`src/logic/spidp_pkg.sv`:
```
// Shared constants for the byte-wide serial data path block.
// Assumes a 40 MHz core clock and an 8-bit AXI4-Lite byte address.
package spidp_pkg;
  // ----------------------------------------------------------------
  // Register indexes and byte addresses
  // ----------------------------------------------------------------
  localparam logic [7:0] IDX_CTRL1 = 8'h00;
  localparam logic [7:0] IDX_CTRL2 = 8'h01;
  localparam logic [7:0] IDX_STAT = 8'h03;
  localparam logic [7:0] IDX_DATA = 8'h05;
  localparam logic [7:0] IDX_MATCH = 8'h07;
  localparam logic [7:0] ADDR_CTRL1 = {IDX_CTRL1[5:0], 2'h0};
  localparam logic [7:0] ADDR_CTRL2 = {IDX_CTRL2[5:0], 2'h0};
  localparam logic [7:0] ADDR_STAT = {IDX_STAT[5:0], 2'h0};
  localparam logic [7:0] ADDR_DATA = {IDX_DATA[5:0], 2'h0};
  localparam logic [7:0] ADDR_MATCH = {IDX_MATCH[5:0], 2'h0};
  // ----------------------------------------------------------------
  // Field positions
  // ----------------------------------------------------------------
  localparam int C1_EN = 6;
  localparam int C1_CONTROLLER_SELECT_BIT = 4;
  localparam int C1_CLOCK_POLARITY_BIT = 3;
  localparam int C1_CLOCK_PHASE_BIT = 2;
  localparam int C1_SELECT_OUTPUT_ENABLE = 1;
  localparam int C2_TXDMA = 5;
  localparam int C2_FDEN = 4;
  localparam int ST_RXF = 7;
  localparam int ST_MATCH = 6;
  localparam int ST_TXE = 5;
  localparam int ST_FAULT = 4;
  localparam logic [3:0] ST_RSVD = 4'h0;
  // ----------------------------------------------------------------
  // Reset values and bus answers
  // ----------------------------------------------------------------
  localparam logic [7:0] CTRL1_RST = 8'h04;
  localparam logic [7:0] CTRL2_RST = 8'h00;
  localparam logic [7:0] MATCH_RST = 8'h00;
  localparam logic [7:0] BYTE_ZERO = 8'h00;
  localparam logic [1:0] RESP_OKAY = 2'h0;
  localparam logic [1:0] RESP_SLVERR = 2'h2;
  // ----------------------------------------------------------------
  // Timing
  // ----------------------------------------------------------------
  localparam int CLK_NS = 25;
  localparam int SCK_HALF_NS = 100;
  localparam int SCK_HALF_CYC_I = (SCK_HALF_NS + CLK_NS - 1) / CLK_NS;
  localparam logic [3:0] SCK_HALF_LAST = 4'(SCK_HALF_CYC_I - 1);
  localparam logic [4:0] EDGE_LAST = 5'h0f;
  typedef enum {SPIDP_IDLE, SPIDP_RUN} spidp_state_e;
endpackage : spidp_pkg

```
`src/logic/spidp_sync.sv`:
```
// Two-flop synchroniser for the serial link pins.
// Assumes inputs are asynchronous to core_clk; output is the second flop.
`timescale 1ns/1ps
module spidp_sync #(
  parameter int W = 4
) (
  // Clock and reset
  input wire logic core_clk,
  input wire logic rst_b,
  // Data
  input wire logic [W-1:0] async_i,
  output logic [W-1:0] sync_o
);
  logic [W-1:0] meta_r;

  // First stage feeds only the second stage
  always_ff @(posedge core_clk or negedge rst_b) begin
    if (!rst_b) begin
      meta_r <= '1;
      sync_o <= '1;
    end else begin
      meta_r <= async_i;
      sync_o <= meta_r;
    end
  end
endmodule : spidp_sync

```
`src/logic/spidp_top.sv`:
```
// Serial data path: registers over AXI4-Lite, byte shifter, pins.
// Assumes link pins are asynchronous; DMA done is on core_clk.
//
// The AXI4-Lite interface to the registers was chosen for this implementation.
`timescale 1ns/1ps
module spidp_top (
  // Clock and reset
  input wire logic core_clk,
  input wire logic rst_b,
  // AXI4-Lite write
  input wire logic [7:0] s_axi_awaddr,
  input wire logic s_axi_awvalid,
  output logic s_axi_awready,
  input wire logic [31:0] s_axi_wdata,
  input wire logic [3:0] s_axi_wstrb,
  input wire logic s_axi_wvalid,
  output logic s_axi_wready,
  output logic [1:0] s_axi_bresp,
  output logic s_axi_bvalid,
  input wire logic s_axi_bready,
  // AXI4-Lite read
  input wire logic [7:0] s_axi_araddr,
  input wire logic s_axi_arvalid,
  output logic s_axi_arready,
  output logic [31:0] s_axi_rdata,
  output logic [1:0] s_axi_rresp,
  output logic s_axi_rvalid,
  input wire logic s_axi_rready,
  // Transmit DMA
  output logic tx_dma_req,
  input wire logic tx_dma_done,
  // Link pins
  input wire logic ss_b_i,
  output logic ss_b_o,
  output logic ss_b_oe,
  input wire logic sck_i,
  output logic sck_o,
  output logic sck_oe,
  input wire logic mosi_i,
  output logic mosi_o,
  output logic mosi_oe,
  input wire logic miso_i,
  output logic miso_o,
  output logic miso_oe
);
  // ----------------------------------------------------------------
  // Declarations
  // ----------------------------------------------------------------
  logic [7:0] ctrl1_r, ctrl2_r, cmp_r, txbuf_r, rxbuf_r, sh_r, rx_byte;
  logic txbuf_full_r, txe_r, txe_arm_r, rxf_r, match_r, fault_r, fault_arm_r;
  logic aw_have_r, w_have_r, aw_have_nxt, w_have_nxt, bvalid_nxt, do_wr;
  logic [7:0] aw_addr_r, wa;
  logic [31:0] w_data_r, wd;
  logic [3:0] w_strb_r, ws;
  logic ar_take, rvalid_nxt, rd_stat, rd_data;
  logic wr_c1, wr_c2, wr_data, wr_match, wr_data_ok, abort;
  logic en, controller_select_bit, fault_cond, load, edge_ev, done, lat_r, phase_r, sck_prev_r;
  logic [3:0] pins_s;
  logic [3:0] div_r;
  logic [4:0] edge_cnt_r;
  logic [7:0] status_w;
  spidp_pkg::spidp_state_e state_r;

  // Is the byte address one of ours
  function automatic logic is_mapped(input logic [7:0] a);
    is_mapped = (a == spidp_pkg::ADDR_CTRL1) || (a == spidp_pkg::ADDR_CTRL2) ||
                (a == spidp_pkg::ADDR_STAT) || (a == spidp_pkg::ADDR_DATA) ||
                (a == spidp_pkg::ADDR_MATCH);
  endfunction : is_mapped

  // ----------------------------------------------------------------
  // Pin synchronisers: {ss, sck, mosi, miso}
  // ----------------------------------------------------------------
  spidp_sync #(.W(4)) u_sync (
    .core_clk(core_clk),
    .rst_b(rst_b),
    .async_i({ss_b_i, sck_i, mosi_i, miso_i}),
    .sync_o(pins_s)
  );

  assign en = ctrl1_r[spidp_pkg::C1_EN];
  assign controller_select_bit = ctrl1_r[spidp_pkg::C1_CONTROLLER_SELECT_BIT];
  assign fault_cond = en && controller_select_bit && ctrl2_r[spidp_pkg::C2_FDEN] &&
                      !ctrl1_r[spidp_pkg::C1_SELECT_OUTPUT_ENABLE] && !pins_s[3];
  // Reserved low nibble is a constant zero
  assign status_w = {rxf_r, match_r, txe_r, fault_r, spidp_pkg::ST_RSVD};

  // ----------------------------------------------------------------
  // AXI4-Lite write channel
  // ----------------------------------------------------------------
  // Address and data are taken in either order; response after both
  always_comb begin
    wa = aw_have_r ? aw_addr_r : s_axi_awaddr;
    wd = w_have_r ? w_data_r : s_axi_wdata;
    ws = w_have_r ? w_strb_r : s_axi_wstrb;
    do_wr = (aw_have_r || (s_axi_awvalid && s_axi_awready)) &&
            (w_have_r || (s_axi_wvalid && s_axi_wready)) && !s_axi_bvalid;
    aw_have_nxt = (aw_have_r || (s_axi_awvalid && s_axi_awready)) && !do_wr;
    w_have_nxt = (w_have_r || (s_axi_wvalid && s_axi_wready)) && !do_wr;
    bvalid_nxt = do_wr || (s_axi_bvalid && !s_axi_bready);
  end

  // Write channel flops; ready drops while a half is held or a reply waits
  always_ff @(posedge core_clk or negedge rst_b) begin
    if (!rst_b) begin
      aw_have_r <= 1'b0;
      w_have_r <= 1'b0;
      aw_addr_r <= spidp_pkg::BYTE_ZERO;
      w_data_r <= '0;
      w_strb_r <= '0;
      s_axi_awready <= 1'b0;
      s_axi_wready <= 1'b0;
      s_axi_bvalid <= 1'b0;
      s_axi_bresp <= spidp_pkg::RESP_OKAY;
    end else begin
      aw_have_r <= aw_have_nxt;
      w_have_r <= w_have_nxt;
      if (s_axi_awvalid && s_axi_awready) begin
        aw_addr_r <= s_axi_awaddr;
      end
      if (s_axi_wvalid && s_axi_wready) begin
        w_data_r <= s_axi_wdata;
        w_strb_r <= s_axi_wstrb;
      end
      s_axi_awready <= !aw_have_nxt && !bvalid_nxt;
      s_axi_wready <= !w_have_nxt && !bvalid_nxt;
      s_axi_bvalid <= bvalid_nxt;
      if (do_wr) begin
        s_axi_bresp <= is_mapped(wa) ? spidp_pkg::RESP_OKAY : spidp_pkg::RESP_SLVERR;
      end
    end
  end

  // Write strobes; only byte lane 0 carries register data
  assign wr_c1 = do_wr && ws[0] && (wa == spidp_pkg::ADDR_CTRL1);
  assign wr_c2 = do_wr && ws[0] && (wa == spidp_pkg::ADDR_CTRL2);
  assign wr_data = do_wr && ws[0] && (wa == spidp_pkg::ADDR_DATA);
  assign wr_match = do_wr && ws[0] && (wa == spidp_pkg::ADDR_MATCH);
  assign wr_data_ok = wr_data && (ctrl2_r[spidp_pkg::C2_TXDMA] ? txe_r : txe_arm_r);
  // Changing format bits mid-transfer as master drops the byte
  assign abort = !en || fault_cond ||
                 (wr_c1 && controller_select_bit && (wd[spidp_pkg::C1_CLOCK_POLARITY_BIT:spidp_pkg::C1_SELECT_OUTPUT_ENABLE] !=
                                    ctrl1_r[spidp_pkg::C1_CLOCK_POLARITY_BIT:spidp_pkg::C1_SELECT_OUTPUT_ENABLE]));

  // ----------------------------------------------------------------
  // AXI4-Lite read channel
  // ----------------------------------------------------------------
  assign ar_take = s_axi_arvalid && s_axi_arready;
  assign rvalid_nxt = ar_take || (s_axi_rvalid && !s_axi_rready);
  assign rd_stat = ar_take && (s_axi_araddr == spidp_pkg::ADDR_STAT);
  assign rd_data = ar_take && (s_axi_araddr == spidp_pkg::ADDR_DATA);

  // Read data is captured at the address handshake, shown next cycle
  always_ff @(posedge core_clk or negedge rst_b) begin
    if (!rst_b) begin
      s_axi_arready <= 1'b0;
      s_axi_rvalid <= 1'b0;
      s_axi_rdata <= '0;
      s_axi_rresp <= spidp_pkg::RESP_OKAY;
    end else begin
      s_axi_arready <= !rvalid_nxt;
      s_axi_rvalid <= rvalid_nxt;
      if (ar_take) begin
        s_axi_rresp <= is_mapped(s_axi_araddr) ? spidp_pkg::RESP_OKAY : spidp_pkg::RESP_SLVERR;
        case (s_axi_araddr)
          spidp_pkg::ADDR_CTRL1: s_axi_rdata <= {24'h000000, ctrl1_r};
          spidp_pkg::ADDR_CTRL2: s_axi_rdata <= {24'h000000, ctrl2_r};
          spidp_pkg::ADDR_STAT: s_axi_rdata <= {24'h000000, status_w};
          spidp_pkg::ADDR_DATA: s_axi_rdata <= {24'h000000, rxbuf_r};
          spidp_pkg::ADDR_MATCH: s_axi_rdata <= {24'h000000, cmp_r};
          default: s_axi_rdata <= '0;
        endcase
      end
    end
  end

  // ----------------------------------------------------------------
  // Control registers
  // ----------------------------------------------------------------
  // A fault forces slave mode; it wins over a same-cycle write
  always_ff @(posedge core_clk or negedge rst_b) begin
    if (!rst_b) begin
      ctrl1_r <= spidp_pkg::CTRL1_RST;
      ctrl2_r <= spidp_pkg::CTRL2_RST;
      cmp_r <= spidp_pkg::MATCH_RST;
    end else begin
      if (wr_c1) begin
        ctrl1_r <= wd[7:0];
      end
      if (fault_cond) begin
        ctrl1_r[spidp_pkg::C1_CONTROLLER_SELECT_BIT] <= 1'b0;
      end
      if (wr_c2) begin
        ctrl2_r <= wd[7:0];
      end
      if (wr_match) begin
        cmp_r <= wd[7:0];
      end
    end
  end

  // ----------------------------------------------------------------
  // Transmit buffer and empty flag
  // ----------------------------------------------------------------
  // Idle shifter takes the buffer at once so a second byte can queue
  assign load = en && (state_r == spidp_pkg::SPIDP_IDLE) && txbuf_full_r &&
                !(controller_select_bit && fault_cond);

  // Arm on status read with empty set, winning over a same-cycle data write; any other data write disarms
  always_ff @(posedge core_clk or negedge rst_b) begin
    if (!rst_b) begin
      txe_arm_r <= 1'b0;
    end else if (rd_stat && txe_r) begin
      txe_arm_r <= 1'b1;
    end else if (wr_data) begin
      txe_arm_r <= 1'b0;
    end
  end

  // Buffer contents; ignored writes leave it untouched
  always_ff @(posedge core_clk or negedge rst_b) begin
    if (!rst_b) begin
      txbuf_r <= spidp_pkg::BYTE_ZERO;
      txbuf_full_r <= 1'b0;
    end else begin
      if (wr_data_ok) begin
        txbuf_r <= wd[7:0];
        txbuf_full_r <= 1'b1;
      end else if (load) begin
        txbuf_full_r <= 1'b0;
      end
    end
  end

  // Empty flag: set on move into the shifter wins over any clear
  always_ff @(posedge core_clk or negedge rst_b) begin
    if (!rst_b) begin
      txe_r <= 1'b1;
    end else if (load) begin
      txe_r <= 1'b1;
    end else if (ctrl2_r[spidp_pkg::C2_TXDMA] ? tx_dma_done : wr_data_ok) begin
      txe_r <= 1'b0;
    end
  end

  // DMA request is level, recomputed each cycle
  always_ff @(posedge core_clk or negedge rst_b) begin
    if (!rst_b) begin
      tx_dma_req <= 1'b0;
    end else begin
      tx_dma_req <= en && ctrl2_r[spidp_pkg::C2_TXDMA] && txe_r;
    end
  end

  // ----------------------------------------------------------------
  // Shift engine
  // ----------------------------------------------------------------
  // Master ticks every half period; slave reacts to any clock edge
  assign edge_ev = (state_r == spidp_pkg::SPIDP_RUN) &&
                   (controller_select_bit ? (div_r == spidp_pkg::SCK_HALF_LAST) : (pins_s[2] != sck_prev_r));
  assign done = edge_ev && (edge_cnt_r == spidp_pkg::EDGE_LAST) && !abort;
  // With phase set the last bit is sampled on the final edge itself
  assign rx_byte = ctrl1_r[spidp_pkg::C1_CLOCK_PHASE_BIT] ? {sh_r[6:0], (controller_select_bit ? pins_s[0] : pins_s[1])}
                                               : {sh_r[6:0], lat_r};

  // Edge numbering: edge_cnt_r counts edges already seen
  always_ff @(posedge core_clk or negedge rst_b) begin
    if (!rst_b) begin
      state_r <= spidp_pkg::SPIDP_IDLE;
      div_r <= 4'h0;
      edge_cnt_r <= 5'h00;
      phase_r <= 1'b0;
      lat_r <= 1'b0;
      sh_r <= spidp_pkg::BYTE_ZERO;
      sck_prev_r <= 1'b1;
    end else begin
      sck_prev_r <= pins_s[2];
      if (load) begin
        sh_r <= txbuf_r;
      end
      case (state_r)
        spidp_pkg::SPIDP_IDLE: begin
          div_r <= 4'h0;
          edge_cnt_r <= 5'h00;
          phase_r <= 1'b0;
          if (controller_select_bit ? load : (en && !pins_s[3])) begin
            state_r <= spidp_pkg::SPIDP_RUN;
          end
        end
        spidp_pkg::SPIDP_RUN: begin
          div_r <= (div_r == spidp_pkg::SCK_HALF_LAST) ? 4'h0 : div_r + 4'h1;
          if (abort || (!controller_select_bit && pins_s[3])) begin
            state_r <= spidp_pkg::SPIDP_IDLE;
          end else if (edge_ev) begin
            phase_r <= !phase_r;
            edge_cnt_r <= edge_cnt_r + 5'h01;
            if (!edge_cnt_r[0] ^ ctrl1_r[spidp_pkg::C1_CLOCK_PHASE_BIT]) begin
              lat_r <= controller_select_bit ? pins_s[0] : pins_s[1];
            end else if (!(ctrl1_r[spidp_pkg::C1_CLOCK_PHASE_BIT] && (edge_cnt_r == 5'h00))) begin
              sh_r <= {sh_r[6:0], lat_r};
            end
            if (done) begin
              state_r <= spidp_pkg::SPIDP_IDLE;
            end
          end
        end
        default: state_r <= spidp_pkg::SPIDP_IDLE;
      endcase
    end
  end

  // ----------------------------------------------------------------
  // Receive buffer and flags
  // ----------------------------------------------------------------
  // Store only into an empty (or same-cycle drained) buffer; no overrun flag
  always_ff @(posedge core_clk or negedge rst_b) begin
    if (!rst_b) begin
      rxbuf_r <= spidp_pkg::BYTE_ZERO;
      rxf_r <= 1'b0;
      match_r <= 1'b0;
    end else begin
      if (done && (!rxf_r || rd_data)) begin
        rxbuf_r <= rx_byte;
        rxf_r <= 1'b1;
      end else if (rd_data) begin
        rxf_r <= 1'b0;
      end
      if (done && (!rxf_r || rd_data) && (rx_byte == cmp_r)) begin
        match_r <= 1'b1;
      end else if (rd_stat && match_r) begin
        match_r <= 1'b0;
      end
    end
  end

  // Fault flag: clear needs a read at 1, then a control write
  always_ff @(posedge core_clk or negedge rst_b) begin
    if (!rst_b) begin
      fault_r <= 1'b0;
      fault_arm_r <= 1'b0;
    end else begin
      if (fault_cond) begin
        fault_r <= 1'b1;
      end else if (wr_c1 && fault_arm_r) begin
        fault_r <= 1'b0;
      end
      if (rd_stat && fault_r) begin
        fault_arm_r <= 1'b1;
      end else if (wr_c1) begin
        fault_arm_r <= 1'b0;
      end
    end
  end

  // ----------------------------------------------------------------
  // Pin drivers, all registered
  // ----------------------------------------------------------------
  // Disabled block releases every pin
  always_ff @(posedge core_clk or negedge rst_b) begin
    if (!rst_b) begin
      sck_o <= 1'b0;
      sck_oe <= 1'b0;
      mosi_o <= 1'b0;
      mosi_oe <= 1'b0;
      miso_o <= 1'b0;
      miso_oe <= 1'b0;
      ss_b_o <= 1'b1;
      ss_b_oe <= 1'b0;
    end else begin
      sck_o <= ctrl1_r[spidp_pkg::C1_CLOCK_POLARITY_BIT] ^ phase_r;
      sck_oe <= en && controller_select_bit;
      mosi_o <= sh_r[7];
      mosi_oe <= en && controller_select_bit;
      miso_o <= sh_r[7];
      miso_oe <= en && !controller_select_bit && !pins_s[3];
      ss_b_o <= (state_r != spidp_pkg::SPIDP_RUN);
      ss_b_oe <= en && controller_select_bit && ctrl2_r[spidp_pkg::C2_FDEN] && ctrl1_r[spidp_pkg::C1_SELECT_OUTPUT_ENABLE];
    end
  end

  // ----------------------------------------------------------------
  // Checks
  // ----------------------------------------------------------------
  property p_fault_cause;
    @(posedge core_clk) disable iff (!rst_b) $rose(fault_r) |-> $past(fault_cond);
  endproperty
  a_fault_cause: assert property (p_fault_cause) else $error("fault flag without cause");
  property p_stat_rsvd;
    @(posedge core_clk) disable iff (!rst_b)
      rd_stat |=> (s_axi_rdata[3:0] == 4'h0) && (s_axi_rdata[7:4] == $past(status_w[7:4]));
  endproperty
  a_stat_rsvd: assert property (p_stat_rsvd) else $error("status read wrong");
  property p_wr_ignored;
    @(posedge core_clk) disable iff (!rst_b)
      wr_data && !ctrl2_r[spidp_pkg::C2_TXDMA] && !txe_arm_r |=> $stable(txbuf_r);
  endproperty
  a_wr_ignored: assert property (p_wr_ignored) else $error("unarmed write taken");
  property p_match;
    @(posedge core_clk) disable iff (!rst_b)
      done && !rxf_r && (rx_byte == cmp_r) |=> match_r && (rxbuf_r == cmp_r);
  endproperty
  a_match: assert property (p_match) else $error("compare hit missed");
  property p_overrun_keep;
    @(posedge core_clk) disable iff (!rst_b) done && rxf_r && !rd_data |=> $stable(rxbuf_r);
  endproperty
  a_overrun_keep: assert property (p_overrun_keep) else $error("old byte lost");
  property p_rxf_set;
    @(posedge core_clk) disable iff (!rst_b) done |=> rxf_r;
  endproperty
  a_rxf_set: assert property (p_rxf_set) else $error("receive full not set");
  property p_master_start;
    @(posedge core_clk) disable iff (!rst_b)
      load && controller_select_bit |=> (state_r == spidp_pkg::SPIDP_RUN) && txe_r ##1 !txbuf_full_r || txe_r;
  endproperty
  a_master_start: assert property (p_master_start) else $error("master did not start");
  property p_dma_req;
    @(posedge core_clk) disable iff (!rst_b)
      en && ctrl2_r[spidp_pkg::C2_TXDMA] && txe_r |=> tx_dma_req;
  endproperty
  a_dma_req: assert property (p_dma_req) else $error("dma request missing");
  c_master_done: cover property (@(posedge core_clk) disable iff (!rst_b) done && controller_select_bit);
  c_slave_done: cover property (@(posedge core_clk) disable iff (!rst_b) done && !controller_select_bit);
  c_fault: cover property (@(posedge core_clk) disable iff (!rst_b) $rose(fault_r));
  c_overrun: cover property (@(posedge core_clk) disable iff (!rst_b) done && rxf_r);
endmodule : spidp_top

```
`config.mk`:
```
export PLATFORM = sky130hd
export DESIGN_NAME = spidp_top
export DESIGN_NICKNAME = d
export VERILOG_FILES = /design/src/logic/spidp_pkg.sv /design/src/logic/spidp_sync.sv /design/src/logic/spidp_top.sv
export SDC_FILE = /design/constraint.sdc
export NUM_CORES = 1
export LEC_CHECK = 0
export BUFFER_PORTS_ARGS = -buffer_cell sky130_fd_sc_hd__buf_2
export CELL_PAD_IN_SITES_DETAIL_PLACEMENT = 1
export CELL_PAD_IN_SITES_GLOBAL_PLACEMENT = 1
export CORE_ASPECT_RATIO = 1.2
export CORE_UTILIZATION = 47
export CTS_CLUSTER_DIAMETER = 100
export DETAILED_ROUTE_END_ITERATION = 6
export PLACE_DENSITY = 0.95
export SLEW_MARGIN = 20
export SYNTH_ARGS = -nofsm -noshare
export SYNTH_HDL_FRONTEND = slang
export SYNTH_SLANG_ARGS = --single-unit
```
`constraint.sdc`:
```
create_clock -name core_clk -period 4.4 [get_ports core_clk]
set_clock_uncertainty 0.2 [all_clocks]
set_input_delay 0.22 -clock core_clk [delete_from_list [all_inputs] [get_ports core_clk]]
set_output_delay 0.22 -clock core_clk [all_outputs]
set_load 0.005 [all_outputs]
```
==> flow_metrics.tcl <==
set metrics [dict create \
    status "completed" \
    fin_nets 608 \
    post_synth_mux_area_share 0.202 \
    core_mm2 0.0111 \
    setup_violations 0 \
    synth_commonest_cells "dfrtp_1 (105), mux2_2 (77), nand2_1 (35)" \
    clockBufferDepth 2 \
    viasPerCell 5.38 \
    grt_use_total 0.276 \
    tightest_slew_ns 0.753 \
    critical_path_required_ns 4.49 \
    fin_ws_ns 0.915 \
    p_sw_frac 0.271 \
    synth_ff_type "dfrtp_1" \
    fillers 1147 \
    synth-compound-area-share 0.0663 \
    ant_nets 0 \
    crit_arrival_ns 3.57 \
    io_pins 114 \
    fin_util 0.598 \
    yosys.area.top_type_share 0.483 \
    cts_setup_buffers 0 \
    drc 0 \
    cts_buffers 17 \
    p_sw_uw 874 \
    dp.cells 647 \
    power_density_mw_per_mm2 485 \
    drt_iter0_markers 177 \
    port_buffers 60 \
    synth_top_family_by_area "multiplexers" \
    die_area_mm2 0.0120 \
    cts_tree "done" \
    p_comb_frac 0.150 \
    root_buffer "clkbuf_16" \
    grt_pass1_wl_mm 24.4 \
    place_hpwl_mm 9.12 \
    gp_congestion 0.778 \
    die_x_um 100 \
    netlist_area_mm2 0.00544 \
    num_vias 3811 \
    grt_pass1_vias 4378 \
    post_cts_resized 0 \
    path_max_fanout 15 \
    intPower_mw 2.36 \
    max_cap_violations 0 \
    wire_per_inst_um 21.3 \
    crit_path_end_kind "flop" \
    hp-class "in -> reg" \
    core.rowCount 42 \
    fin_crit_sh 0.792 \
    layout-drive-gt1-share 0.349 \
    die_h_um 120 \
    synthSimpleGateAreaFrac 0.0973 \
    ir_drop_mv 0.390 \
    drv_slew 0 \
    critPathKind "reg -> reg" \
    syn_area_per_cell_um2 12.1 \
    gr-total-overflow 0 \
    hold_viol 0 \
    antenna_found_initial 1 \
    path_clk_slew_ns 0.05 \
    static-leakage-power_nw 3.19 \
    wirelength_mm 15.1 \
    holdWs_ns 0.0357 \
    max_freq_ghz 0.287 \
    yosysWarningCount 0 \
    synthAdderAreaFrac 0.00920 \
    cts_htree_levels 4 \
    initial_utilization 0.488 \
    clockPowerShare 0.429 \
    dp_slack_ns 1.11 \
    yosys.area.top_type "dfrtp_1" \
    slew_headroom 0.498 \
    synth-edff-count 0 \
    synth-seq-cells 117 \
    yosysSeqAreaShare 0.541 \
    dr.pass1.iters 4 \
    grt_setup_unrepaired "no" \
    synth_xor_area_frac 0.0274 \
    cts_sinks 117 \
    synth_most_common_cell "dfrtp_1" \
    setup_tns_ns 0 \
    cp-start-kind "flop" \
    instances_no_fill 708 \
    synthArstFlopShare 1.00 \
    yosysUniqueCellTypes 49 \
    seqPwrFrac 0.421 \
    insertion_delay_ns 0.41 \
    synth_area_leaders "dfrtp_1 (48%), mux2_2 (16%), dfstp_2 (5.8%)" \
    synthCells 448 \
    min_period_ns 3.49 \
    grt_max_degree 84 \
    syn2layout_area_growth_pct 22.5 \
]
==> cell usage in the layout (no fill, tap or decap), drive strengths merged, types with 4 or more instances in the layout <==
cell type	Yosys	final
and3	4	4
nor2	20	20
nor3b	4	4
dfstp	12	12
ha	4	4
nand2	35	35
mux4	4	4
nor3	6	6
conb	1	26
inv	10	10
o22ai	5	5
a22o	6	6
o21ai	20	20
mux2	77	77
clkinv	0	7
nand3	8	8
dfrtp	105	105
or3	5	5
mux2i	14	14
a21oi	16	16
xor2	11	11
clkbuf	12	23
nand2b	6	6
buf	31	63
dlygate4sd3	0	28
xnor2	6	6
nor2b	4	4
==> timing repair <==
| action | CTS | global route |
|---|---|---|
| hold endpoints to repair | 102 | 0 |
| hold buffers | 28 | 0 |
| setup endpoints to repair | 0 | 0 |
==> metal layers <==
layer,global-route usage,wire (um)
met2,0.502,8190
met3,0.0652,579
met1,0.307,5920
met5,0,0
met4,0.112,386
==> cell families (layout without fill, tap and decap cells) <==
logic type | after synthesis | count (layout)
AO/OA/AOI/OAI | 58 | 58
AND/OR/NAND/NOR | 103 | 103
other | 1 | 27
flip-flops | 117 | 117
multiplexers | 95 | 95
buffers and inverters | 53 | 133
adder cells (fa/ha/maj) | 4 | 4
XOR/XNOR | 17 | 17
==> worst max-delay path, stage by stage (launching register included) <==
cell and delay (ns):
dfrtp_1 0.81, mux2_2 0.49, xor2_1 0.18, o31ai_1 0.47
o211a_1 0.31, nor3b_4 0.50, mux2_2 0.41
==> registers in the layout, summed over array words and instances (netlist names), 5 cells and up <==
| signal | count |
|---|---|
| w_data_r | 8 |
| cmp_r | 8 |
| ctrl2_r | 8 |
| edge_cnt_r | 5 |
| s_axi_rdata | 8 |
| sh_r | 8 |
| txbuf_r | 8 |
| ctrl1_r | 8 |
| rxbuf_r | 8 |
| aw_addr_r | 8 |
==> final cells by class <==
type                       count  area [um2]  share of cell area
clock buffer                  23         498              0.0747
tap                          154         193              0.0289
antenna                        1        2.50            0.000375
clock inverter                 9        98.8              0.0148
sequential                   117        2940               0.442
inverter                      10        37.5             0.00563
multi-input combinational    303        2280               0.343
timing repair buffer          91         609              0.0914
==> path summary, 6_finish.rpt <==
kind	startpoint	to	slack, ns	cells after the start
hold reg to reg	u_sync.meta_r[2]	u_sync.sync_o[2]	0.15	0
max in group asynchronous	rst_b	txe_r	2.77	3
setup / recovery	w_have_r	rxbuf_r[0]	0.91	6
hold / removal	s_axi_araddr[5]	s_axi_rdata[6]	0.04	4
min in group asynchronous	rst_b	sh_r[1]	0.24	2
setup reg to reg	w_have_r	rxbuf_r[0]	0.91	6
==> stage by stage <==
step / power, mW / area [um2]
2_1_floorplan: 1.65 / 5530
3_5_place_dp: 1.80 / 5780
4_1_cts: 3.22 / 6660
6_report: 3.23 / 6670
3_3_place_gp: 1.75 / 5780
5_1_grt: 3.35 / 6670
==> power groups by stage <==
stage	Clock, mW	Sequential, mW	Combinational [mW]
2_1_floorplan	0	1.30	0.349
3_3_place_gp	0	1.34	0.410
3_5_place_dp	0	1.36	0.441
4_1_cts	1.39	1.35	0.479
5_1_grt	1.45	1.37	0.531
6_report	1.39	1.36	0.485
No activity file was read; power rests on OpenSTA's default activity.
